$ cat config.mk
export PLATFORM = sky130hd
export DESIGN_NAME = tsq_core
export DESIGN_NICKNAME = d
export VERILOG_FILES = /design/src/core/tsq_pkg.sv /design/src/core/tsq_core.sv
export VERILOG_INCLUDE_DIRS = /design/src /design/src/core
export SDC_FILE = /design/constraint.sdc
export NUM_CORES = 2
export LEC_CHECK = 0
export BUFFER_PORTS_ARGS = -buffer_cell sky130_fd_sc_hd__clkbuf_2
export CAP_MARGIN = 40
export CORE_AREA = 5 5 196 293
export DETAILED_ROUTE_END_ITERATION = 6
export DIE_AREA = 0 0 201 298
export PLACE_DENSITY = 0.58
export SETUP_SLACK_MARGIN = 0.2
export SLEW_MARGIN = 20
export SYNTH_ARGS = -nofsm -noshare
export SYNTH_HDL_FRONTEND = slang
export SYNTH_SLANG_ARGS = --single-unit
$ cat constraint.sdc
create_clock -name clk -period 16.7 [get_ports clk]
set_clock_uncertainty 0.2 [all_clocks]
set_input_delay 1.67 -clock clk [delete_from_list [all_inputs] [get_ports clk]]
set_output_delay 1.67 -clock clk [all_outputs]
set_load 0.05 [all_outputs]
$ cat src/core/tsq_defs.svh
// Purpose: Constants for the eight-term trace sequencer.
// Assumes: Byte addresses on a 32-bit AHB-Lite register bus.
// Notes: Offsets and field positions are used by the core and by the bench.
`ifndef TSQ_DEFS_SVH
`define TSQ_DEFS_SVH

`define TSQ_NUM_TERMS 8
`define TSQ_EXPR_W 8
`define TSQ_CNT_W 16

`define TSQ_OFF_CTRL 12'h000
`define TSQ_OFF_STATUS 12'h004
`define TSQ_OFF_SEL 12'h008
`define TSQ_OFF_PRIM 12'h00C
`define TSQ_OFF_SEC 12'h010
`define TSQ_OFF_STORE 12'h014
`define TSQ_OFF_TRIG 12'h018
`define TSQ_OFF_SIMPLE 12'h01C
`define TSQ_OFF_STATE 12'h020

`define TSQ_CTRL_COMPLEX 0
`define TSQ_CTRL_START 1
`define TSQ_CTRL_STOP 2

`define TSQ_EXPR_ANY 8'hFF
`define TSQ_EXPR_NEVER 8'h00
`define TSQ_TRIG_DEFAULT 3'h1
`define TSQ_CNT_ONE 16'h0001

`endif

$ cat src/core/tsq_pkg.sv
// Purpose: Types shared by the trace sequencer and its bench.
// Assumes: Constants come from tsq_defs.svh.
// Notes: A branch expression is an OR over the pattern match bits that it selects.
`include "tsq_defs.svh"
`default_nettype none
package tsq_pkg;
  typedef struct packed {
    logic [`TSQ_EXPR_W-1:0] prim_expr;
    logic [`TSQ_CNT_W-1:0] prim_count;
    logic [2:0] prim_dest;
    logic [`TSQ_EXPR_W-1:0] sec_expr;
    logic [2:0] sec_dest;
    logic [`TSQ_EXPR_W-1:0] store_expr;
  } tsq_term_t;

  typedef struct packed {
    logic valid;
    logic [`TSQ_EXPR_W-1:0] match;
  } tsq_sample_t;

  typedef enum logic [1:0] {
    TSQ_IDLE,
    TSQ_RUN
  } tsq_run_t;
endpackage
`default_nettype wire

$ cat src/core/tsq_core.sv
// Purpose: Eight-term trace sequencer with AHB-Lite register access.
// Assumes: Pattern match bits arrive synchronous to clk, one state per valid.
// Notes: Pattern recognizers and trace memory live outside this block.
//
// The placing of the registers and register access over AHB-Lite are this design's own decisions.
`include "tsq_defs.svh"
`default_nettype none
module tsq_core #(
  parameter int NUM_TERMS = `TSQ_NUM_TERMS
) (
  input wire logic clk,
  input wire logic sys_rst,
  input wire logic hsel,
  input wire logic [11:0] haddr,
  input wire logic [1:0] htrans,
  input wire logic hwrite,
  input wire logic [2:0] hsize,
  input wire logic [31:0] hwdata,
  input wire logic hready,
  output logic [31:0] hrdata,
  output logic hreadyout,
  output logic hresp,
  input wire tsq_pkg::tsq_sample_t sample,
  output logic store_r,
  output logic trigger_r,
  output logic easy_clear_r
);
  initial begin
    if (NUM_TERMS != 8) begin
      $error("tsq_core serves exactly eight terms");
    end
  end

  tsq_pkg::tsq_term_t terms_r [NUM_TERMS];
  logic complex_r;
  tsq_pkg::tsq_run_t run_r;
  logic [2:0] sel_r;
  logic [2:0] trig_term_r;
  logic [2:0] cur_r;
  logic [`TSQ_CNT_W-1:0] cnt_r;
  logic triggered_r;
  logic ap_wr_r;
  logic ap_rd_r;
  logic [11:0] ap_addr_r;

  function automatic logic hit(input logic [`TSQ_EXPR_W-1:0] expr,
                               input logic [`TSQ_EXPR_W-1:0] m);
    hit = |(expr & m);
  endfunction

  function automatic tsq_pkg::tsq_term_t dflt_term(input int idx);
    tsq_pkg::tsq_term_t t;
    t.prim_expr = (idx == NUM_TERMS - 1) ? `TSQ_EXPR_NEVER : `TSQ_EXPR_ANY;
    t.prim_count = `TSQ_CNT_ONE;
    t.prim_dest = (idx == NUM_TERMS - 1) ? 3'(idx) : 3'(idx + 1);
    t.sec_expr = `TSQ_EXPR_NEVER;
    t.sec_dest = 3'h0;
    t.store_expr = `TSQ_EXPR_ANY;
    dflt_term = t;
  endfunction

  // Bus address phase is captured; the write data follows one cycle later.
  wire logic ap_valid = hsel && hready && htrans[1];

  always_ff @(posedge clk or posedge sys_rst) begin
    if (sys_rst) begin
      ap_wr_r <= 1'b0;
      ap_rd_r <= 1'b0;
      ap_addr_r <= 12'h000;
    end else begin
      ap_wr_r <= ap_valid && hwrite;
      ap_rd_r <= ap_valid && !hwrite;
      ap_addr_r <= haddr;
    end
  end

  wire logic wr_ctrl = ap_wr_r && ap_addr_r == `TSQ_OFF_CTRL;
  wire logic go_complex = wr_ctrl && hwdata[`TSQ_CTRL_COMPLEX] && !complex_r;
  wire logic go_easy = wr_ctrl && !hwdata[`TSQ_CTRL_COMPLEX] && complex_r;
  wire logic start_req = wr_ctrl && hwdata[`TSQ_CTRL_START];
  wire logic stop_req = wr_ctrl && hwdata[`TSQ_CTRL_STOP];
  wire logic wr_simple = ap_wr_r && ap_addr_r == `TSQ_OFF_SIMPLE;

  // Sequencer evaluation of the current state.
  tsq_pkg::tsq_term_t ct;
  logic p_hit;
  logic s_hit;
  logic p_take;
  logic s_take;
  logic [2:0] dest;
  always_comb begin
    ct = terms_r[cur_r];
    p_hit = sample.valid && hit(ct.prim_expr, sample.match);
    s_hit = sample.valid && hit(ct.sec_expr, sample.match);
    p_take = p_hit && cnt_r <= `TSQ_CNT_ONE;
    s_take = s_hit && !p_hit;
    dest = p_take ? ct.prim_dest : ct.sec_dest;
  end
  wire logic branch = run_r == tsq_pkg::TSQ_RUN && (p_take || s_take);
  wire logic running = run_r == tsq_pkg::TSQ_RUN;

  always_ff @(posedge clk or posedge sys_rst) begin
    if (sys_rst) begin
      complex_r <= 1'b0;
      trig_term_r <= `TSQ_TRIG_DEFAULT;
      sel_r <= 3'h0;
      for (int i = 0; i < NUM_TERMS; i++) begin
        terms_r[i] <= dflt_term(i);
      end
    end else begin
      if (wr_ctrl) begin
        complex_r <= hwdata[`TSQ_CTRL_COMPLEX];
      end
      if (go_complex) begin
        for (int i = 0; i < NUM_TERMS; i++) begin
          terms_r[i] <= dflt_term(i);
        end
        trig_term_r <= `TSQ_TRIG_DEFAULT;
      end else if (wr_simple) begin
        terms_r[0].prim_expr <= hwdata[`TSQ_EXPR_W-1:0];
        terms_r[0].sec_expr <= `TSQ_EXPR_NEVER;
        terms_r[1].prim_expr <= `TSQ_EXPR_NEVER;
        terms_r[1].sec_expr <= `TSQ_EXPR_NEVER;
        trig_term_r <= `TSQ_TRIG_DEFAULT;
      end else if (ap_wr_r) begin
        unique case (ap_addr_r)
          `TSQ_OFF_SEL: sel_r <= hwdata[2:0];
          `TSQ_OFF_PRIM: begin
            terms_r[sel_r].prim_expr <= hwdata[7:0];
            terms_r[sel_r].prim_dest <= hwdata[10:8];
            terms_r[sel_r].prim_count <= hwdata[31:16];
          end
          `TSQ_OFF_SEC: begin
            terms_r[sel_r].sec_expr <= hwdata[7:0];
            terms_r[sel_r].sec_dest <= hwdata[10:8];
          end
          `TSQ_OFF_STORE: terms_r[sel_r].store_expr <= hwdata[7:0];
          `TSQ_OFF_TRIG: begin
            if (hwdata[2:0] != 3'h0) begin
              trig_term_r <= hwdata[2:0];
            end
          end
          default: begin
          end
        endcase
      end
    end
  end

  // Leaving complex mode asks the easy-mode logic outside to clear its settings.
  always_ff @(posedge clk or posedge sys_rst) begin
    if (sys_rst) begin
      easy_clear_r <= 1'b0;
    end else begin
      easy_clear_r <= go_easy;
    end
  end

  always_ff @(posedge clk or posedge sys_rst) begin
    if (sys_rst) begin
      run_r <= tsq_pkg::TSQ_IDLE;
      cur_r <= 3'h0;
      cnt_r <= `TSQ_CNT_ONE;
      triggered_r <= 1'b0;
    end else if (start_req || go_complex) begin
      run_r <= start_req ? tsq_pkg::TSQ_RUN : tsq_pkg::TSQ_IDLE;
      cur_r <= 3'h0;
      cnt_r <= go_complex ? `TSQ_CNT_ONE : terms_r[0].prim_count;
      triggered_r <= 1'b0;
    end else if (stop_req) begin
      run_r <= tsq_pkg::TSQ_IDLE;
    end else if (branch) begin
      cur_r <= dest;
      cnt_r <= terms_r[dest].prim_count;
      if (dest == trig_term_r) begin
        triggered_r <= 1'b1;
      end
    end else if (running && p_hit) begin
      cnt_r <= cnt_r - `TSQ_CNT_ONE;
    end
  end

  always_ff @(posedge clk or posedge sys_rst) begin
    if (sys_rst) begin
      trigger_r <= 1'b0;
      store_r <= 1'b0;
    end else begin
      trigger_r <= branch && dest == trig_term_r && !triggered_r;
      store_r <= running && sample.valid &&
        (branch || hit(ct.store_expr, sample.match));
    end
  end

  // Registers answer with zero wait states; the status word shows live state.
  always_ff @(posedge clk or posedge sys_rst) begin
    if (sys_rst) begin
      hrdata <= 32'h00000000;
    end else if (ap_valid && !hwrite) begin
      unique case (haddr)
        `TSQ_OFF_CTRL: hrdata <= {31'h00000000, complex_r};
        `TSQ_OFF_STATUS: hrdata <= {28'h0000000, triggered_r,
                                    run_r == tsq_pkg::TSQ_RUN, 2'h0};
        `TSQ_OFF_SEL: hrdata <= {29'h00000000, sel_r};
        `TSQ_OFF_PRIM: hrdata <= {terms_r[sel_r].prim_count, 5'h00,
                                  terms_r[sel_r].prim_dest, terms_r[sel_r].prim_expr};
        `TSQ_OFF_SEC: hrdata <= {21'h000000, terms_r[sel_r].sec_dest,
                                 terms_r[sel_r].sec_expr};
        `TSQ_OFF_STORE: hrdata <= {24'h000000, terms_r[sel_r].store_expr};
        `TSQ_OFF_TRIG: hrdata <= {29'h00000000, trig_term_r};
        `TSQ_OFF_SIMPLE: hrdata <= {24'h000000, terms_r[0].prim_expr};
        `TSQ_OFF_STATE: hrdata <= {cnt_r, 13'h0000, cur_r};
        default: hrdata <= 32'h00000000;
      endcase
    end
  end

  always_ff @(posedge clk or posedge sys_rst) begin
    if (sys_rst) begin
      hreadyout <= 1'b1;
      hresp <= 1'b0;
    end else begin
      hreadyout <= 1'b1;
      hresp <= 1'b0;
    end
  end

  wire logic unused_ok = ap_rd_r ^ (|hsize);
endmodule
`default_nettype wire

---- Word level (Yosys, flattened, before mapping) ----
Index checks and enable logic that the tools add are counted.
cells by class
  add/subtract/negate cells ............... 1
  multipliers ............................. 0
  div/mod/pow operators ................... 0
  magnitude comparators ................... 5
  equal/unequal tests ..................... 18
  shift operators ......................... 0
  muxes and demuxes ....................... 60
  bitwise gates (word level) .............. 8
  reduce and logical (&&, ||, !) cells .... 54
operators by type and width
  operator                 number
  $bwmux W368              6
  $pmux W368 S3            1
  $demux W46 S3            6
  $mux W368                2
  $bmux W46 S3             3
  $pmux W32 S9             1
  $mux W287                1
  $mux W46                 5
  $mux W38                 3
  $eq A12 B5 Y1 const B    8
  $mux W16                 5
  $mux W19                 3
  $eq A12 B4 Y1 const B    4
  $mux W8                  5
  $mux W3                  9
  $and A8 B8 Y8            3
  $logic_not A12 Y1        2
  $reduce_or A8 Y1         3
  $logic_and A1 B1 Y1      23
  $mux W11                 2
  $mux W22                 1
  $le A16 B1 Y1 const B    1
  $sub A16 B1 Y16 const B  1
  $reduce_bool A3 Y1       5
  other kinds (20)         43
word-level totals
  bits in registers ....................... 445
  bits in latches ......................... 0
  memory bits (writable) .................. 0
  ROM bits ................................ 0
  output and inout port bits .............. 37
  logic and storage cells ................. 207
  memories kept ........................... 0

---- Logic depth before layout (Yosys ltp) ----
  word-level depth ........................ 16
  mapped depth ............................ 14
  mapped depth without buffers ............ 11

---- Least setup slack after synthesis ----
No wires, ideal clock.
  kind .................................... input to register
  from .................................... input haddr[9]
  to ...................................... register hrdata[0]
  data arrival time ....................... 3.720 ns
  data required time ...................... 16.435 ns
  setup slack ............................. 12.715 ns
  stages .................................. 9
  buffers on the path ..................... 1
  path through ............................ or4_1 -> nor3_1 -> and4b_1 -> nand2_1 -> nor2_1 -> clkbuf_1 -> nand2_1 -> a31oi_1 -> a21o_1
on the way
  word-level cells in the longest chain between the ends .. 2
RTL lines
  what                                   line             RTL
  start: declaration                     tsq_core.sv:14   input wire logic [11:0] haddr,
  $eq A12 B6 Y1 (tied with other cells)  tsq_core.sv:199  unique case (haddr)
  $pmux W32 S9 *                         tsq_core.sv:199
  end signal: assignment                 tsq_core.sv:200  `TSQ_OFF_CTRL: hrdata <= {31'h00000000, complex_r};
  end signal: assignment                 tsq_core.sv:201  `TSQ_OFF_STATUS: hrdata <= {28'h0000000, triggered_r,
  end signal: assignment                 tsq_core.sv:203  `TSQ_OFF_SEL: hrdata <= {29'h00000000, sel_r};
  end: declaration                       tsq_core.sv:20   output logic [31:0] hrdata,
Every way passes the cells marked *; elsewhere a longest branch is shown, timed or not.
A chain may end at the register's enable or synchronous reset.

---- Worst setup path after layout ----
  from .................................... input hwdata[0]
  to ...................................... register terms_r[295] (netlist name)
on the way
  word-level cells in the longest chain between the ends .. 4
RTL lines
  what                                                         line             RTL
  start: declaration                                           tsq_core.sv:18   input wire logic [31:0] hwdata,
  $logic_and A1 B1 Y1 * (2 in a row)                           tsq_core.sv:78   wire logic go_complex = wr_ctrl && hwdata[`TSQ_CTRL_COMPLEX] && !complex_r;
  $reduce_bool A4 Y1 (no source line) (tied with other cells)  -
  $reduce_and A3 Y1 (no source line)                           -
  end signal: indexed assignment                               tsq_core.sv:108  terms_r[i] <= dflt_term(i);
  end signal: indexed assignment                               tsq_core.sv:116  terms_r[i] <= dflt_term(i);
  end: declaration                                             tsq_core.sv:34   tsq_pkg::tsq_term_t terms_r [NUM_TERMS];
Marks and branches as above.

==> impl_results.md <==
* Design Area, Final at 0.0263 mm2
* Tmin final at between 5 and 6 ns
* Sink Count at 439
* CP max stage delay at 0.82 ns
* H-tree Lvls at 2
* PortBufs at 83
* Hpwl dp at 57.5 mm
* Area contributors post-synth: dfrtp_1 32%, dfstp_2 16%, nand2_1 8.1%
* Post-synth EDFFs at 0
* Synth-to-layout area growth at 12.9%
* Final Setup Violations at 0
* First-pass iteration count of the detailed router at 6
* Number of DRC markers in iteration 0 at 2361
* Vias post-DR at 20900
* Routed wire per std cell at between 20 and 30 um
* Crit end category: flop
* Worst skew pair latency at 0.60 ns
* Fillcell total at 5038
* Top delay family on crit path: buffers and inverters
* Maximum VDD drop at between 0.00006 and 0.00007 V
* Yosys reg bits at roughly 440
* Hold Buf Count CTS at 0
* Final wirelength at 90.6 mm
* Die H at between 200 and 300 um
* Final Cycle Share at 0.303
* DR vias/cell at between 6 and 7
* Worst Path Max Fanout at 46
* Fin Setup TNS at 0 ns
* Leading area contributor after synthesis: dfrtp_1
* FF-to-FF path depth at 13
* Sequential share of the synthesized area at 0.480
* Share of cells above drive strength 1 at 0.205
* CTS clock-pin slew for the worst setup and hold paths at about 0.060 ns
* Worst path most repeated cell: nand2_1
* Global-route wire length before repair at between 100 and 150 mm
* Hold Crit Depth at 2
* Placed instance area at between 0.02 and 0.025 mm2
* Avg Inst Size Synth at 9.71 um2
* # DRC at 0
* Final hold vios at 0
* Tightest Pin Transition at a little over 1 ns
* Main synth FF type: dfrtp_1
* Reg area at roughly 0.011 mm2
* # resized after CTS at 0
* Synth Instances at ~2400
* F_max at about 200 MHz
* Routed Antenna Nets at 0
* Distinct cells, synth at between 80 and 90
* Leak at approximately 11 nW
* Commonest cells after routing, fill and taps aside: 493 x nand2_1, 292 x dfrtp_1, 180 x a21oi_1, 175 x o22ai_1, 145 x dfstp_2
* Final core utilization at 0.482
* Core Area at 0.0545 mm2
* Hold WS at roughly 0.28 ns
* Ys Warns at 0
* P per Cell Area at 86.9 mW/mm2
* Initial Util at 0.427
* Critical path arrival at approximately 5.3 ns
* Hold/Removal Path Class: reg -> reg
* CTS Root Cell: clkbuf_16
* Pins over their slew limit at 0
* Initial antenna violation count at 2
* GRT Overall Usage at 0.292
* Critical-path top delay cell: a21boi_1
* Crit path kind: in -> reg
* Status: finished clean
* Max-cap violations at 0
* CTS Buf Count at slightly below 50
* Slew HR at 0.324
* Post-synth ARST share at 1.00
* Clock Path Buffers at 3
* Worst path cell trace: clkbuf_2 > nand3b_1 > a21boi_1 > and2_2 > buf_4 > nand2_1 > buf_16 > nand2_1 > a21oi_1
* Critical path buffer and inverter count at 3
* CP Depth at 9
* Worst Setup Start Kind: input port
* Die width at about 200 um
* Commonest non-fill, non-tap cell in the layout: nand2_1
* Synthesized area at between 0.02 and 0.025 mm2
* Largest net degree at the start of global routing at between 100 and 150
* Vias in the first global route at 20700
* RSZ-0062 raised after global routing: false
* Multi-input logic area at ~0.011 mm2
* Post-synth top area share at 0.316
* TritonCTS clock tree: yes
* GPL Wtd Cong at approximately 0.92
* Worst Path Required at between 15 and 20 ns
* Final nets at about 2500
* Total die area at approximately 0.06 mm2
* GR Overflow Total at 0
* Io pins at 100
* Post-CTS setup repair buffer count at 0
* FP Rows at ~110
## power by group
group	internal [mW]	total, mW	switching, mW
Clock	0.682	1.14	0.457
Combinational	0.0157	0.0730	0.0572
Sequential	1.07	1.07	0.00368
## cells in the mapped netlist, types with 13 or more instances
| cell type | count |
|---|---|
| nand3_1 | 117 |
| and2_1 | 13 |
| dfstp_2 | 145 |
| o22a_1 | 67 |
| mux4_2 | 60 |
| clkbuf_1 | 154 |
| nor2_1 | 58 |
| o21ai_0 | 69 |
| o22ai_1 | 175 |
| nor4_1 | 46 |
| nor3_1 | 19 |
| dfrtp_1 | 294 |
| a22oi_1 | 36 |
| nand2_1 | 501 |
| and3_1 | 15 |
| buf_4 | 35 |
| buf_1 | 22 |
| a22o_1 | 88 |
| buf_2 | 13 |
| mux2i_1 | 99 |
| a21oi_1 | 180 |
## cell families after synthesis
| family | count (synthesis) | synth area share |
|---|---|---|
| fa+ha+maj | 2 | 0.00107 |
| other cells | 2 | 0.000323 |
| xor+xnor | 5 | 0.00188 |
| buf+inv | 238 | 0.0462 |
| flops | 439 | 0.480 |
| simple gates | 822 | 0.156 |
| compound gates | 719 | 0.208 |
| mux | 172 | 0.107 |
## per-layer routing
| layer | vias to the layer above | share of wire | global-route usage |
|---|---|---|---|
| li1 | 8860 | - | - |
| met1 | 10500 | 0.36 | 0.354 |
| met2 | 1240 | 0.49 | 0.488 |
| met3 | 326 | 0.084 | 0.0504 |
| met4 | 2 | 0.066 | 0.171 |
| met5 | - | 0.00013 | 0 |
## state kept, by name, summed over array words and instances, names as in the netlist
name,count
cur_r,3
trig_term_r,3
easy_clear_r,1
ap_addr_r,12
hrdata,27
sel_r,3
terms_r,368
complex_r,1
trigger_r,1
run_r,1
triggered_r,1
store_r,1
ap_wr_r,1
cnt_r,16
## tightest hold or removal path, delay by kind of cell, from the launching register on
| family | cells | cell delay, ns |
|---|---|---|
| DFF | 1 | 0.35 |
| AOI/OAI and AO/OA | 1 | 0.06 |
| and+or+nand+nor | 1 | 0.05 |
## stage by stage
stage,total power [mW],std cells,worst slack [ns]
after detailed placement,1.16,3031,11.26
after global placement,1.16,2999,11.11
after global routing,2.35,3124,11.55
after CTS,2.30,3120,11.53
after floorplan,1.13,2404,2.84
final,2.28,3126,11.63
## final cells by class
class,count,area share
timing repair buffer,165,0.0506
multi-input combinational,1727,0.425
inverter,9,0.00157
tap,695,0.0331
clock inverter,16,0.00819
antenna,2,0.000190
sequential,439,0.425
clock buffer,73,0.0558
## worst paths after layout
check	from	endpoint	slack, ns
worst min register to register	hrdata[26]	hrdata[26]	0.28
max in group asynchronous	sys_rst	hrdata[23]	13.40
worst min-delay path	hrdata[26]	hrdata[26]	0.28
worst max register to register	cur_r[0]	cnt_r[12]	11.75
min in group asynchronous	sys_rst	terms_r[339]	0.97
worst max-delay path	hwdata[0]	terms_r[295]	11.63
Power figures use the tool's default switching activity.
